[config.mk]
export PLATFORM = sky130hd
export DESIGN_NAME = dcd_top
export DESIGN_NICKNAME = d
export VERILOG_FILES = /design/src/rtl/dcd_sync.v /design/src/rtl/dcd_top.v
export VERILOG_INCLUDE_DIRS = /design/src /design/src/rtl
export SDC_FILE = /design/constraint.sdc
export NUM_CORES = 1
export LEC_CHECK = 0
export ABC_AREA = 1
export BUFFER_PORTS_ARGS = -buffer_cell sky130_fd_sc_hd__buf_4
export CAP_MARGIN = 20
export CORE_UTILIZATION = 45
export DETAILED_ROUTE_END_ITERATION = 8
export PLACE_DENSITY = 0.67
export SLEW_MARGIN = 0
export SYNTH_ARGS = -nofsm -noshare
export SYNTH_HDL_FRONTEND = slang
export SYNTH_SLANG_ARGS = --single-unit
[constraint.sdc]
create_clock -name CLK -period 3.35 [get_ports CLK]
set_clock_uncertainty 0.05 [all_clocks]
set_input_delay 0.67 -clock CLK [delete_from_list [all_inputs] [get_ports CLK]]
set_output_delay 0.67 -clock CLK [all_outputs]
set_load 0.01 [all_outputs]
[src/rtl/dcd_map.vh]
// Command codes, field positions and layout constants of the debug decoder
`ifndef DCD_MAP_VH
`define DCD_MAP_VH
`define DCD_OP_HI        7
`define DCD_OP_LO        3
`define DCD_RET_BIT      2
`define DCD_CNT_HI       1
`define DCD_CNT_LO       0
// Instruction codes with their don't-care masks (1 = compared bit)
`define DCD_ERASE_CODE   8'h10
`define DCD_ERASE_MASK   8'hfb
`define DCD_WRCFG_CODE   8'h19
`define DCD_WRCFG_MASK   8'hfb
`define DCD_RDCFG_CODE   8'h24
`define DCD_RDCFG_MASK   8'hff
`define DCD_PC_CODE      8'h28
`define DCD_PC_MASK      8'hff
`define DCD_STAT_CODE    8'h30
`define DCD_STAT_MASK    8'hfb
`define DCD_BRK_CODE     8'h3b
`define DCD_BRK_MASK     8'hfb
`define DCD_HALT_CODE    8'h44
`define DCD_HALT_MASK    8'hff
`define DCD_RES_CODE     8'h4c
`define DCD_RES_MASK     8'hff
`define DCD_INJ_CODE     8'h54
`define DCD_INJ_MASK     8'hfc
`define DCD_STEP_CODE    8'h5c
`define DCD_STEP_MASK    8'hff
`define DCD_SUB_CODE     8'h64
`define DCD_SUB_MASK     8'hfc
`define DCD_ID_CODE      8'h68
`define DCD_ID_MASK      8'hff
// Configuration byte fields
`define DCD_CFG_RESET    4'h0
`define DCD_CFG_TIMOFF   3
`define DCD_CFG_DMAP     2
`define DCD_CFG_TSUSP    1
`define DCD_CFG_INFOPG   0
`endif

[src/rtl/dcd_sync.v]
// Two-flop synchroniser for the debug clock and data pins
`timescale 1ns/1ps
module dcd_sync #(
  parameter W = 2
) (
  input  wire         clk,
  input  wire         rst,
  input  wire [W-1:0] d,
  output reg  [W-1:0] q
);
  reg [W-1:0] meta;
  always @(posedge clk) begin
    if (rst) begin
      meta <= {W{1'b0}};
      q    <= {W{1'b0}};
    end else begin
      meta <= d;
      q    <= meta;
    end
  end
endmodule

[src/rtl/dcd_top.v]
// Debug port command decoder: serial link, decode, configuration byte
// Functional notes
// [RULE1] Write-config stores operand; read-config returns the stored byte.
// [RULE2] Status query returns one debug status byte.
// [RULE3] Mass erase requests full flash erase and lock bit clear.
// [RULE4] Any command except status query disables mass erase afterwards.
// [RULE5] Program counter readback returns two bytes, ignoring return bit.
// [RULE6] Don't-care bits of command bytes are ignored in matching.
// [RULE7] Resume restarts the CPU, only when halted.
// [RULE8] Injection runs host bytes on halted CPU, PC not advanced.
// [RULE9] Single step runs next program instruction, PC advances.
// [RULE10] Step-substitute runs host instruction instead, PC advances.
// [RULE11] Identity readback returns two bytes, ignoring return bit.
// [RULE12] Config bit 3 stops timers while set.
// [RULE13] Config bit 2 pauses DMA while set.
// [RULE14] Config bit 1 suspends timers during injected or stepped branch.
// [RULE15] Config bit 0 selects info page when set, main page otherwise.
// [RULE16] Host polls status for erase done and oscillator stability.
// [RULE17] Command byte: code bits 7-3, return bit 2, count bits 1-0.
// [RULE18] Drive on rising debug clock, sample on falling, MSB first.
// [RULE19] When locked, only erase, status and identity commands act.
// [RULE20] Status bits: erase done, idle, halted, PM0, cause, lock, osc, ovf.
// [RULE21] Config byte resets to zero; upper four bits read zero.
// [RULE22] Halt-only commands on a running CPU are ignored.
`timescale 1ns/1ps
`include "dcd_map.vh"
module dcd_top #(
  parameter [15:0] CHIP_ID = 16'ha5c3 // Arbitrary identity value
) (
  input  wire        CLK,
  input  wire        RST,
  input  wire        DBG_CLK,
  input  wire        DBG_DATA_IN,
  output reg         DBG_DATA_OUT,
  output reg         DBG_DATA_OE,
  input  wire [15:0] PROGRAM_COUNTER,
  input  wire        CPU_HALTED,
  input  wire        CPU_IDLE,
  input  wire        POWER_MODE_0,
  input  wire        HALT_BY_BREAKPOINT,
  input  wire        DEBUG_LOCK_BIT,
  input  wire        OSC_STABLE,
  input  wire        STACK_OVERFLOW,
  input  wire        ERASE_DONE,
  output reg         ERASE_REQ,
  output reg         HALT_REQ,
  output reg         RESUME_REQ,
  output reg         INJECT_REQ,
  output reg         STEP_REQ,
  output reg         SUBST_REQ,
  output reg         BRK_SET_REQ,
  output reg  [23:0] CPU_INSTR,
  output reg  [1:0]  CPU_INSTR_LEN,
  output reg  [23:0] BRK_DATA,
  output reg         TIMERS_STOP,
  output reg         DMA_PAUSE,
  output reg         TIMER_SUSPEND,
  output reg         INFO_PAGE_SELECT
);
  localparam [1:0] ST_CMD = 2'h0;
  localparam [1:0] ST_OPR = 2'h1;
  localparam [1:0] ST_RET = 2'h2;

  wire [1:0] pins_sync;
  reg        clk_prev;
  reg  [1:0] state;
  reg  [2:0] bit_cnt;
  reg  [7:0] shift_in;
  reg  [7:0] cmd;
  reg  [1:0] opr_left;
  reg  [1:0] opr_idx;
  reg  [23:0] opr;
  reg  [15:0] tx_word;
  reg  [1:0] tx_bytes;
  reg  [3:0] cfg;
  reg        erase_ok;

  // Link pins cross into CLK before any logic looks at them
  dcd_sync #(.W(2)) u_sync (
    .clk (CLK),
    .rst (RST),
    .d   ({DBG_CLK, DBG_DATA_IN}),
    .q   (pins_sync)
  );

  wire dclk     = pins_sync[1];
  wire ddata    = pins_sync[0];
  wire rise     = dclk & ~clk_prev;
  wire fall     = ~dclk & clk_prev;
  wire [7:0] rx_byte = {shift_in[6:0], ddata};
  wire byte_end = fall & (bit_cnt == 3'h7);

  // Masked compare used by every command match
  function match;
    input [7:0] c;
    input [7:0] code;
    input [7:0] mask;
    begin
      match = ((c & mask) == (code & mask)); // [RULE6]
    end
  endfunction

  wire [7:0] status = {ERASE_DONE, CPU_IDLE, CPU_HALTED, POWER_MODE_0,
                       HALT_BY_BREAKPOINT, DEBUG_LOCK_BIT, OSC_STABLE,
                       STACK_OVERFLOW}; // [RULE20]

  // Execute a fully received command
  reg        exec;
  reg [7:0]  ecmd;
  always @(posedge CLK) begin
    if (RST) begin
      exec <= 1'b0;
      ecmd <= 8'h00;
    end else begin
      exec <= 1'b0;
      if (byte_end && (state == ST_CMD) &&
          rx_byte[`DCD_CNT_HI:`DCD_CNT_LO] == 2'h0) begin
        exec <= 1'b1;
        ecmd <= rx_byte;
      end else if (byte_end && (state == ST_OPR) && opr_left == 2'h1) begin
        exec <= 1'b1;
        ecmd <= cmd;
      end
    end
  end

  wire is_erase = match(ecmd, `DCD_ERASE_CODE, `DCD_ERASE_MASK);
  wire is_wrcfg = match(ecmd, `DCD_WRCFG_CODE, `DCD_WRCFG_MASK);
  wire is_rdcfg = match(ecmd, `DCD_RDCFG_CODE, `DCD_RDCFG_MASK);
  wire is_pc    = match(ecmd, `DCD_PC_CODE, `DCD_PC_MASK);
  wire is_stat  = match(ecmd, `DCD_STAT_CODE, `DCD_STAT_MASK);
  wire is_brk   = match(ecmd, `DCD_BRK_CODE, `DCD_BRK_MASK);
  wire is_halt  = match(ecmd, `DCD_HALT_CODE, `DCD_HALT_MASK);
  wire is_res   = match(ecmd, `DCD_RES_CODE, `DCD_RES_MASK);
  wire is_inj   = match(ecmd, `DCD_INJ_CODE, `DCD_INJ_MASK);
  wire is_step  = match(ecmd, `DCD_STEP_CODE, `DCD_STEP_MASK);
  wire is_sub   = match(ecmd, `DCD_SUB_CODE, `DCD_SUB_MASK);
  wire is_id    = match(ecmd, `DCD_ID_CODE, `DCD_ID_MASK);
  wire allowed  = ~DEBUG_LOCK_BIT | is_erase | is_stat | is_id; // [RULE19]
  wire halted_ok = allowed & CPU_HALTED; // [RULE22]

  // Answer selection: two-byte readbacks ignore the return bit
  reg [15:0] next_tx_word;
  reg [1:0]  next_tx_bytes;
  always @* begin
    next_tx_word  = 16'h0000;
    next_tx_bytes = 2'h0;
    if (allowed && is_pc) begin
      next_tx_word  = PROGRAM_COUNTER; // [RULE5]
      next_tx_bytes = 2'h2;
    end else if (allowed && is_id) begin
      next_tx_word  = CHIP_ID; // [RULE11]
      next_tx_bytes = 2'h2;
    end else if (ecmd[`DCD_RET_BIT]) begin // [RULE17]
      next_tx_bytes = 2'h1;
      if (is_stat)
        next_tx_word = {status, 8'h00}; // [RULE2]
      else if (allowed && is_rdcfg)
        next_tx_word = {4'h0, cfg, 8'h00}; // [RULE1] [RULE21]
      else if (allowed && is_res)
        next_tx_word = {status, 8'h00};
      else if (allowed && (is_halt || is_inj || is_step || is_sub))
        next_tx_word = {status, 8'h00};
    end
  end

  // Serial engine: sample on falling debug clock, drive on rising
  always @(posedge CLK) begin
    if (RST) begin
      clk_prev     <= 1'b0;
      state        <= ST_CMD;
      bit_cnt      <= 3'h0;
      shift_in     <= 8'h00;
      cmd          <= 8'h00;
      opr_left     <= 2'h0;
      opr_idx      <= 2'h0;
      opr          <= 24'h000000;
      tx_word      <= 16'h0000;
      tx_bytes     <= 2'h0;
      DBG_DATA_OUT <= 1'b0;
      DBG_DATA_OE  <= 1'b0;
    end else begin
      clk_prev <= dclk;
      if (fall) begin
        shift_in <= rx_byte; // [RULE18]
        bit_cnt  <= bit_cnt + 3'h1;
      end
      if (exec && next_tx_bytes != 2'h0) begin
        state    <= ST_RET;
        tx_word  <= next_tx_word;
        tx_bytes <= next_tx_bytes;
        bit_cnt  <= 3'h0;
      end else if (byte_end) begin
        case (state)
          ST_CMD: begin
            cmd      <= rx_byte;
            opr_left <= rx_byte[`DCD_CNT_HI:`DCD_CNT_LO]; // [RULE17]
            opr_idx  <= 2'h0;
            opr      <= 24'h000000;
            if (rx_byte[`DCD_CNT_HI:`DCD_CNT_LO] != 2'h0)
              state <= ST_OPR;
          end
          ST_OPR: begin
            case (opr_idx)
              2'h0: opr[23:16] <= rx_byte;
              2'h1: opr[15:8]  <= rx_byte;
              default: opr[7:0] <= rx_byte;
            endcase
            opr_idx  <= opr_idx + 2'h1;
            opr_left <= opr_left - 2'h1;
            if (opr_left == 2'h1)
              state <= ST_CMD;
          end
          ST_RET: begin
            // Host clocks the answer out; each eighth falling edge ends an answer byte
            if (tx_bytes == 2'h1) begin
              state       <= ST_CMD;
              DBG_DATA_OE <= 1'b0;
            end
            tx_bytes <= tx_bytes - 2'h1;
            tx_word  <= {tx_word[7:0], 8'h00};
          end
          default: state <= ST_CMD;
        endcase
      end else if (rise && state == ST_RET) begin
        DBG_DATA_OE  <= 1'b1;
        DBG_DATA_OUT <= tx_word[15 - {1'b0, bit_cnt}]; // [RULE18]
      end
    end
  end

  // Last-received operand byte, used by one-operand commands
  wire [7:0] opr_last = (opr_idx == 2'h1) ? opr[23:16] :
                        (opr_idx == 2'h2) ? opr[15:8] : opr[7:0];

  // Command effects
  always @(posedge CLK) begin
    if (RST) begin
      cfg           <= `DCD_CFG_RESET; // [RULE21]
      erase_ok      <= 1'b1;
      ERASE_REQ     <= 1'b0;
      HALT_REQ      <= 1'b0;
      RESUME_REQ    <= 1'b0;
      INJECT_REQ    <= 1'b0;
      STEP_REQ      <= 1'b0;
      SUBST_REQ     <= 1'b0;
      BRK_SET_REQ   <= 1'b0;
      CPU_INSTR     <= 24'h000000;
      CPU_INSTR_LEN <= 2'h0;
      BRK_DATA      <= 24'h000000;
    end else begin
      ERASE_REQ   <= 1'b0;
      HALT_REQ    <= 1'b0;
      RESUME_REQ  <= 1'b0;
      INJECT_REQ  <= 1'b0;
      STEP_REQ    <= 1'b0;
      SUBST_REQ   <= 1'b0;
      BRK_SET_REQ <= 1'b0;
      if (exec) begin
        if (!is_stat)
          erase_ok <= 1'b0; // [RULE4]
        if (is_erase && erase_ok)
          ERASE_REQ <= 1'b1; // [RULE3]
        if (allowed && is_wrcfg)
          cfg <= opr_last[3:0]; // [RULE1]
        if (allowed && is_brk) begin
          BRK_SET_REQ <= 1'b1;
          BRK_DATA    <= opr;
        end
        if (allowed && is_halt)
          HALT_REQ <= 1'b1;
        if (halted_ok && is_res)
          RESUME_REQ <= 1'b1; // [RULE7] [RULE22]
        if (halted_ok && is_step)
          STEP_REQ <= 1'b1; // [RULE9]
        if (halted_ok && (is_inj || is_sub)) begin
          INJECT_REQ    <= is_inj; // [RULE8]
          SUBST_REQ     <= is_sub; // [RULE10]
          CPU_INSTR     <= opr;
          CPU_INSTR_LEN <= ecmd[`DCD_CNT_HI:`DCD_CNT_LO];
        end
      end
    end
  end

  // Config drives system controls straight from flops
  always @(posedge CLK) begin
    if (RST) begin
      TIMERS_STOP      <= 1'b0;
      DMA_PAUSE        <= 1'b0;
      TIMER_SUSPEND    <= 1'b0;
      INFO_PAGE_SELECT <= 1'b0;
    end else begin
      TIMERS_STOP      <= cfg[`DCD_CFG_TIMOFF]; // [RULE12]
      DMA_PAUSE        <= cfg[`DCD_CFG_DMAP]; // [RULE13]
      TIMER_SUSPEND    <= cfg[`DCD_CFG_TSUSP]; // [RULE14]
      INFO_PAGE_SELECT <= cfg[`DCD_CFG_INFOPG]; // [RULE15]
    end
  end
endmodule

==> out/summary.txt, run 1 <==
number of hold buffers added after CTS: 0
filler cell count: 1,253
post-route clock period utilization: 0.760
Total GRT Usage: 0.222
largest net degree at the start of global routing: 53
clk_lat worst skew: 420 ps
Post-CTS Setup Inserts: 0
row cnt: 41
Horiz. Die Dim: 117 um
Die Ht: 117 um
critical-path maximum fanout: 24
Worst slew margin: 0.465
Layout area overhead: 22.5%
routed wire length: 14,900 um
H-tree Lvls: 4
initial core utilization: 0.467
Critical Path RT: 3660 ps
FF-to-FF Start: ecmd[3]
final setup violation count: 0
Comb pwr share: 0.023
Antenna Cells: 0
final count of pins violating max slew: 0
IO Count: 91
vias in the first global route: 5,042
total power: 3.71 mW
Critical Path AT: 2860 ps
CP startpoint: ecmd[3]
CTS tree: yes
core area: 12,800 um^2
Synth Cell Area: 5990 um^2
GRT overflow: 0
Wirelength per Cell: 14.1 um
Psw: 0.783 mW
Worst VDD drop: 288 uV
end of the critical path: opr[23]
vias per cell: 5.18
min-delay worst type: reg2reg
HPWL Detailed: 10,800 um
Vias: 5,482
Starting DRT DRC Count: 370
post-layout util: 0.573
share of cells above drive strength 1: 0.169
Post-DRT Antenna Nets: 0
R2R setup slack: 800 ps
port bufs: 90
Die ar.: 13,800 um^2
Syn Nets: 832
setup TNS: 0 ps
startpoint types: flop
Clk network pwr share: 0.500
CTS buffer count: 17
worst slew pin tran: 800 ps
sequential power share: 0.477
outcome: finished, final reports clean
Final Hold Viols: 0
Crit Path Class: reg2reg
RSZ-0062 raised after global routing: no
initial antenna violation count: 0
cells after synthesis: 797
hold path startpoint: u_sync.meta[1]
syn_area_per_cell: 7.52 um^2
leakage power: 2.93 nW
RD Place Congestion: 0.868
clk root buf: clkbuf_16
Initial DRT Pass Iterations: 5
Final #Nets: 909
Sw Ratio: 0.211
clock-pin slew on the worst setup and hold paths: 60 ps
Unique masters post-synth: 34
Int Pwr: 2.93 mW
max frequency: 393 MHz
pwr dens: 505 nW/um^2
CTS max path bufs: 2
max-cap check violation count: 0
Yosys warnings: 0
PostCTS Resize Cnt: 0
min cycle time layout: 2550 ps
DR DRC count: 0
sequential area share after synthesis: 0.494
minimum hold slack: 350 ps
clk sinks: 148
CP Capture Type: flop
Reg2Reg Capture Point: opr[23]
number of synthesized register bits: 148
reg2reg path depth: 9
first-pass GRT wire length: 24,500 um
-- critical path, stage by stage (launching register included) --
cell and delay, ps:
dfxtp_1 480, nor2_1 110, nand3_1 90, nand2_1 90, a21oi_2 310, o21ai_4 220, nor2_4 510, nand2_2 280
a21oi_1 200, o21a_1 130
-- worst min path at each step --
stage	cells after the start	end	slack (ps)
after floorplan	2	u_sync.q[0]	340
after global placement	2	u_sync.q[0]	340
after detailed placement	2	u_sync.q[1]	350
after CTS	2	u_sync.q[1]	360
after global routing	2	u_sync.q[0]	380
final	2	u_sync.q[1]	350
-- layer usage --
metal,part of all wire,global-route usage,up-vias
li1,-,-,2776
met1,0.48,0.309,2539
met2,0.45,0.336,145
met3,0.052,0.0482,22
met4,0.017,0.0820,0
met5,0,0,-
-- cells by family (layout without fill, tap and decap cells) --
| family | after synthesis | in the layout | synth area share |
|---|---|---|---|
| compound gates | 249 | 249 | 0.219 |
| simple gates | 249 | 249 | 0.177 |
| flops | 148 | 148 | 0.494 |
| buf+inv | 143 | 232 | 0.0937 |
| fa+ha+maj | 7 | 7 | 0.0146 |
| mux | 1 | 1 | 0.00167 |
-- Yosys cell counts --
master / count / area [um^2]
buf_4: 4 / 30.0
nand2_4: 1 / 11.3
o21a_1: 6 / 45.0
and3_1: 1 / 6.26
nor2_2: 6 / 37.5
nor3_1: 6 / 30.0
o221ai_1: 3 / 26.3
a21oi_2: 1 / 8.76
dfxtp_1: 148 / 2960
o21ai_1: 7 / 35.0
nor2_1: 56 / 210
o21ai_4: 1 / 16.3
nor4_1: 1 / 6.26
buf_1: 3 / 11.3
nor2_4: 1 / 11.3
nor3b_1: 2 / 15.0
inv_1: 97 / 364
nand3_1: 43 / 215
nand2_2: 4 / 25.0
a21oi_1: 128 / 641
clkbuf_1: 23 / 86.3
clkinv_1: 1 / 3.75
buf_2: 8 / 40.0
o31ai_1: 1 / 7.51
mux2i_1: 1 / 10.0
nand2_1: 125 / 469
a31oi_1: 3 / 18.8
nand4_1: 2 / 12.5
nor4_2: 1 / 12.5
inv_2: 7 / 26.3
o22ai_1: 1 / 6.26
o21ai_0: 92 / 460
ha_1: 7 / 87.6
o211ai_1: 6 / 45.0
-- layout by cell type, fill, tap and decap left out, drive strengths merged, types with 2 or more instances in the layout --
cell / instances
a21oi: 129
a31oi: 3
buf: 96
bufinv: 2
clkbuf: 19
clkinv: 8
clkinvlp: 2
dfxtp: 148
ha: 7
inv: 105
nand2: 130
nand3: 43
nand4: 2
nor2: 63
nor3: 6
nor3b: 2
nor4: 2
o211ai: 6
o21a: 6
o21ai: 100
o221ai: 3
-- metrics by stage --
stage	worst slack [ps]	instances	cell area, um^2
floorplan	1500	797	5990
global placement	829	1027	6760
detailed placement	759	1027	6760
CTS	829	1058	7350
global route	547	1058	7350
finish	802	1058	7350
-- area by class of cell --
type,count,area (um^2),share of cell area
well taps,172,215,0.0293
multi-input cells,506,2470,0.336
inverters,105,394,0.0537
clock buffers,19,453,0.0617
clock inverters,12,130,0.0177
flip-flops and latches,148,2960,0.403
repair buffers,96,721,0.0981
-- power by group through the flow --
stage | clock, mW | combinational [mW] | sequential (mW)
finish | 1.86 | 0.0855 | 1.77
global route | 1.97 | 0.0962 | 1.77
CTS | 1.89 | 0.0857 | 1.77
detailed placement | 0 | 0.0852 | 1.81
global placement | 0 | 0.0830 | 1.81
floorplan | 0 | 0.0460 | 1.81
-- sequential cells by signal (all words and copies together) (netlist names), 3 cells and up --
register   flops
opr           24
CPU_INSTR     24
cmd            8
BRK_DATA      24
cfg            4
bit_cnt        3
shift_in       7
tx_word       16
ecmd           8
(Power assumes the default switching activity.)
==> run 2: changes to the inputs <==
--- a/config.mk
+++ b/config.mk
@@ -6,12 +6,12 @@
 export SDC_FILE = /design/constraint.sdc
 export NUM_CORES = 1
 export LEC_CHECK = 0
-export ABC_AREA = 1
+export ABC_AREA = 0
 export BUFFER_PORTS_ARGS = -buffer_cell sky130_fd_sc_hd__buf_4
 export CAP_MARGIN = 20
 export CORE_UTILIZATION = 45
 export DETAILED_ROUTE_END_ITERATION = 8
-export PLACE_DENSITY = 0.67
+export PLACE_DENSITY = 0.7
 export SLEW_MARGIN = 0
 export SYNTH_ARGS = -nofsm -noshare
 export SYNTH_HDL_FRONTEND = slang
==> constraint.sdc (replaced) <==
create_clock -name CLK -period 2.25 [get_ports CLK]
set_clock_uncertainty 0.05 [all_clocks]
set_input_delay 0.45 -clock CLK [delete_from_list [all_inputs] [get_ports CLK]]
set_output_delay 0.45 -clock CLK [all_outputs]
set_load 0.01 [all_outputs]
==> out/summary.txt, run 2 <==
hold path startpoint: DBG_DATA_IN
DR DRC count: 0 (unchanged)
clk sinks: 148 (unchanged)
Worst VDD drop: 589 uV (+100%)
HPWL Detailed: 10,700 um (-0.46%)
routed wire length: 15,000 um (+0.64%)
Post-DRT Antenna Nets: 0 (unchanged)
initial antenna violation count: 0 (unchanged)
Die Ht: 118 um (+0.32%)
syn_area_per_cell: 9.13 um^2 (+21%)
min cycle time layout: 2170 ps (-375 ps)
Initial DRT Pass Iterations: 5 (unchanged)
startpoint types: flop
end of the critical path: tx_word[10]
Starting DRT DRC Count: 310 (-16%)
CTS max path bufs: 2 (unchanged)
R2R setup slack: 80 ps (-730 ps)
Synth Area in Adders: 0.0145 (-0.0000939)
placed insts: 916 (-11%)
largest cells by area after synthesis: dfxtp_1 49%, mux2i_1 13%, nor2_1 5.9%
row cnt: 41 (unchanged)
synth cell count leaders: 148 x dfxtp_1, 95 x nor2_1, 83 x nand2_1
FF-to-FF Start: ecmd[0]
core area: 12,800 um^2 (unchanged)
Final Hold Viols: 0 (unchanged)
final setup violation count: 0 (unchanged)
Post-synth EDFFs: 0 (unchanged)
cells after synthesis: 661 (-17%)
multiplexer area fraction after synthesis: 0.139 (+0.137)
final count of pins violating max slew: 0 (unchanged)
Yosys top cell by area: dfxtp_1
max frequency: 460 MHz (+17%)
first-pass GRT wire length: 24,200 um (-1.2%)
Final #Nets: 798 (-12%)
biggest regs: BRK_DATA x24, CPU_INSTR x24, opr x24
most common cell after layout, fill and taps aside: dfxtp_1
Wirelength per Cell: 15.8 um (+12%)
CP Capture Type: flop
max-cap check violation count: 0 (unchanged)
critical-path maximum fanout: 8 (-67%)
leakage power: 3.22 nW (+9.9%)
Critical Path AT: 2440 ps (-420 ps)
post-synth top area share: 0.491 (-0.00318)
Critical Path RT: 2520 ps (-1140 ps)
Synth Area in Compound Gates: 0.118 (-0.100)
initial core utilization: 0.470 (+0.00302)
port bufs: 90 (unchanged)
Die ar.: 13,900 um^2 (+0.64%)
Reg2Reg Capture Point: tx_word[10]
ys flop type: dfxtp_1
Syn Nets: 696 (-16%)
combinational family with the most area after synthesis: simple AND/OR/NAND/NOR gates
Post-synth ARST share: 0 (unchanged)
largest net degree at the start of global routing: 90 (+70%)
non-filler instance count after layout: 948 (-10%)
minimum hold slack: 183 ps (-168 ps)
Worst slew margin: 0.407 (-0.0581)
top-count cell post-synth: dfxtp_1
CTS tree: yes
filler cell count: 1,109 (-11%)
Unique masters post-synth: 52 (+53%)
Vias: 5,014 (-8.5%)
vias in the first global route: 4,848 (-3.8%)
clk root buf: clkbuf_16
setup TNS: 0 ps (unchanged)
number of synthesized register bits: 148 (unchanged)
xor/xnor share of the synthesized area: 0.00436 (+0.00436)
leading cell types in the layout, fill and taps excluded: 148 x dfxtp_1, 122 x buf_4, 95 x nor2_1
Synth Cell Area: 6030 um^2 (+0.65%)
pwr dens: 710 nW/um^2 (+40%)
Layout area overhead: 27.4%
sequential area share after synthesis: 0.491 (-0.00318)
CP startpoint: ecmd[0]
H-tree Lvls: 4 (unchanged)
simple-gate share of the synthesized area: 0.197 (+0.0200)
post-route clock period utilization: 0.966 (+0.205)
RD Place Congestion: 0.888 (+2.3%)
Hold Crit Depth: 2 (unchanged)
reg2reg path depth: 6 (-3)
share of cells above drive strength 1: 0.224 (+0.0549)
Yosys warnings: 0 (unchanged)
Total GRT Usage: 0.223 (+0.000639)
Crit Path Class: reg2reg
post-layout util: 0.599 (+0.0263)
Antenna Cells: 0 (unchanged)
vias per cell: 5.29 (+2.1%)
Horiz. Die Dim: 118 um (+0.32%)
min-delay worst type: in2reg
clock-pin slew on the worst setup and hold paths: 60 ps (about the same)
outcome: finished, final reports clean
CTS buffer count: 17 (unchanged)
GRT overflow: 0 (unchanged)
worst slew pin tran: 890 ps (+90.1 ps)
IO Count: 91 (unchanged)
RSZ-0062 raised after global routing: no
clk_lat worst skew: 430 ps (about the same)
run 2: how the worst min path moves through the flow:
stage                endpoint  slack (ps)
2_1_floorplan     u_sync.q[0]         360
3_3_place_gp      u_sync.q[0]         380
3_5_place_dp      u_sync.q[1]         390
4_1_cts        u_sync.meta[0]         170
5_1_grt        u_sync.meta[0]         180
6_report       u_sync.meta[0]         180
run 2: cell families after synthesis:
group | after synthesis
adder cells (fa/ha/maj) | 7
flip-flops | 148
AND/OR/NAND/NOR | 256
AO/OA/AOI/OAI | 111
XOR/XNOR | 3
multiplexers | 81
buffers and inverters | 55
run 2: repair_timing:
action / 4_1_cts / 5_1_grt
hold buffers: 0 / 0
setup buffers: 0 / 0
resized for setup: 0 / 6
endpoints found under the setup margin: 0 / 9
run 2: routing by layer:
metal / track usage / routed length (um) / up-vias
li1: - / - / 2497
met1: 0.286 / 6920 / 2395
met2: 0.350 / 7150 / 103
met3: 0.0640 / 694 / 19
met4: 0.0897 / 228 / 0
met5: 0 / 0 / -
run 2: per-stage QoR:
stage / cell area [um^2] / setup WS, ps / total power [mW]
after detailed placement: 7090 / 39.2 / 2.81
final: 7680 / 77.1 / 5.45
after global routing: 7680 / 17.7 / 5.65
after global placement: 7090 / 90.1 / 2.81
after CTS: 7660 / 20.5 / 5.50
after floorplan: 6030 / 56.9 / 2.75
run 2: layout make-up:
cell class,count,area [um^2],area share
flip-flops and latches,148,2960,0.386
well taps,172,215,0.0280
repair buffers,127,1020,0.132
inverters,11,41.3,0.00537
clock buffers,22,474,0.0617
clock inverters,10,96.3,0.0125
multi-input cells,458,2880,0.375
run 2: where the power goes:
part	internal (mW)	total, mW	switching [mW]	leakage, nW
clock	1.61	2.70	1.08	0.281
sequential	2.63	2.63	0.00496	1.19
combinational	0.0505	0.123	0.0728	1.74
total	4.29	5.45	1.16	3.22
run 2: critical path, stage by stage (launching register included):
cell	delay [ps]
dfxtp_1	350
or4b_1	560
buf_4	160
or3_1	450
nor2_1	170
o21ai_0	140
o21a_1	190
==> run 3: changes to the inputs <==
--- a/config.mk
+++ b/config.mk
@@ -11,7 +11,8 @@
 export CAP_MARGIN = 20
 export CORE_UTILIZATION = 45
 export DETAILED_ROUTE_END_ITERATION = 8
-export PLACE_DENSITY = 0.7
+export PLACE_DENSITY = 0.68
+export REMOVE_ABC_BUFFERS = 1
 export SLEW_MARGIN = 0
 export SYNTH_ARGS = -nofsm -noshare
 export SYNTH_HDL_FRONTEND = slang
==> out/summary.txt, run 3 (synthesis gave the netlist of run 2 again) <==
Vias: 5,018 (+0.080%)
initial core utilization: 0.470 (unchanged)
final count of pins violating max slew: 0 (unchanged)
placed insts: 910 (-0.66%)
HPWL Detailed: 10,100 um (-5.5%)
non-filler instance count after layout: 942 (-0.63%)
Total GRT Usage: 0.221 (-0.00197)
Post-CTS Setup Inserts: 0 (unchanged)
leading cell types in the layout, fill and taps excluded: 147 x dfxtp_1, 118 x buf_4, 95 x nor2_1
Layout area overhead: 26.5%
port bufs: 90 (unchanged)
CP peak stage delay: 570 ps (about the same)
core area: 12,800 um^2 (unchanged)
clk root buf: clkbuf_16
max frequency: 455 MHz (-1.1%)
post-route clock period utilization: 0.976 (+0.0104)
Place WS: 8.09 ps (-31.1 ps)
leakage power: 3.19 nW (-0.63%)
startpoint types: flop
setup ws final: 53.6 ps (-23.5 ps)
Critical Path RT: 2500 ps (-20 ps)
Worst VDD drop: 548 uV (-6.9%)
H-tree Lvls: 4 (unchanged)
first-pass GRT wire length: 24,400 um (+0.85%)
worst-path cell chain: or4b_4 -> or3_1 -> a32oi_2 -> a21oi_1 -> a2111oi_1
CTS max path bufs: 2 (unchanged)
IO Count: 91 (unchanged)
Final Hold Viols: 0 (unchanged)
vias in the first global route: 4,933 (+1.8%)
Critical Path AT: 2450 ps (about the same)
max-cap check violation count: 0 (unchanged)
post-layout util: 0.595 (-0.00410)
pwr dens: 727 nW/um^2 (+2.4%)
GRT overflow: 0 (unchanged)
Die ar.: 13,900 um^2 (unchanged)
share of cells above drive strength 1: 0.222 (-0.00215)
clk_lat worst skew: 420 ps (about the same)
Initial DRT Pass Iterations: 5 (unchanged)
Starting DRT DRC Count: 333 (+7.4%)
min-delay worst type: in2reg
Crit Path Class: reg2reg
Horiz. Die Dim: 118 um (unchanged)
Final #Nets: 792 (-0.75%)
final setup violation count: 0 (unchanged)
slowest CP cell: or4b_4
Die Ht: 118 um (unchanged)
worst slew pin tran: 601 ps (-289 ps)
Worst slew margin: 0.599 (+0.193)
setup TNS: 0 ps (unchanged)
outcome: finished, final reports clean
routed wire length: 14,900 um (-0.43%)
clock-pin slew on the worst setup and hold paths: 60 ps (about the same)
initial antenna violation count: 0 (unchanged)
min cycle time layout: 2200 ps (+23.5 ps)
most common cell after layout, fill and taps aside: dfxtp_1
R2R setup slack: 50 ps (-20 ps)
RSZ-0062 raised after global routing: yes
Wirelength per Cell: 15.9 um (+0.21%)
biggest regs: BRK_DATA x24, CPU_INSTR x24, opr x24
CTS buffer count: 17 (unchanged)
design area: 7630 um^2 (-0.68%)
placed inst area: 7020 um^2 (-0.99%)
row cnt: 41 (unchanged)
vias per cell: 5.33 (+0.72%)
DR DRC count: 0 (unchanged)
number of hold buffers added after CTS: 0 (unchanged)
Post-DRT Antenna Nets: 0 (unchanged)
critical-path maximum fanout: 7 (-1)
clk sinks: 148 (unchanged)
PostCTS Resize Cnt: 0 (unchanged)
RD Place Congestion: 0.875 (-1.4%)
Antenna Cells: 0 (unchanged)
CP Capture Type: flop
CTS tree: yes
largest net degree at the start of global routing: 138 (+53%)
-- run 3: changes by cell type in the layout (fill, tap and decap cells not counted), moves of 2 or more --
cell | previous run | this run
nand2b_2 | 0 | 2
buf_4 | 122 | 118
buf_12 | 5 | 3
clkinv_2 | 3 | 5
nand2b_1 | 9 | 7
inv_6 | 3 | 0
-- run 3: report_power, final --
group / switching, mW / total (mW) / internal, mW
logic: 0.0729 / 0.125 / 0.0521
clock network: 1.05 / 2.79 / 1.74
registers: 0.00658 / 2.63 / 2.63
-- run 3: area by class of cell --
class | count | area [um^2]
Sequential cell | 148 | 2960
Multi-Input combinational cell | 458 | 2880
Tap cell | 172 | 215
Inverter | 11 | 41.3
Timing Repair Buffer | 121 | 946
Clock inverter | 9 | 101
Fill cell | 1133 | 5190
Clock buffer | 23 | 488
-- run 3: path summary, 6_finish.rpt --
kind             startpoint             end  cells after the start
max reg2reg         ecmd[0]     tx_word[15]                      5
min             DBG_DATA_IN  u_sync.meta[0]                      2
max                 ecmd[0]     tx_word[15]                      5
min reg2reg  u_sync.meta[0]     u_sync.q[0]                      1
-- run 3: through the flow --
step / power (mW) / hold slack (ps)
after floorplan: 2.72 / 364
after global placement: 2.81 / 383
after detailed placement: 2.81 / 387
after CTS: 5.59 / 177
after global routing: 5.73 / 207
final: 5.55 / 189
-- run 3: worst max-delay path, delay by kind of cell, from the launching register on --
family / cells / cell delay (ps)
AO/OA/AOI/OAI: 3 / 730
AND/OR/NAND/NOR: 2 / 930
flip-flops: 1 / 360
-- run 3: metal layers --
metal	up-vias	wire (um)	track usage	part of all wire
met1	2402	6590	0.266	0.44
met3	25	608	0.0557	0.041
met4	0	301	0.0994	0.020
li1	2479	-	-	-
met5	-	0	0	0
met2	112	7430	0.370	0.50
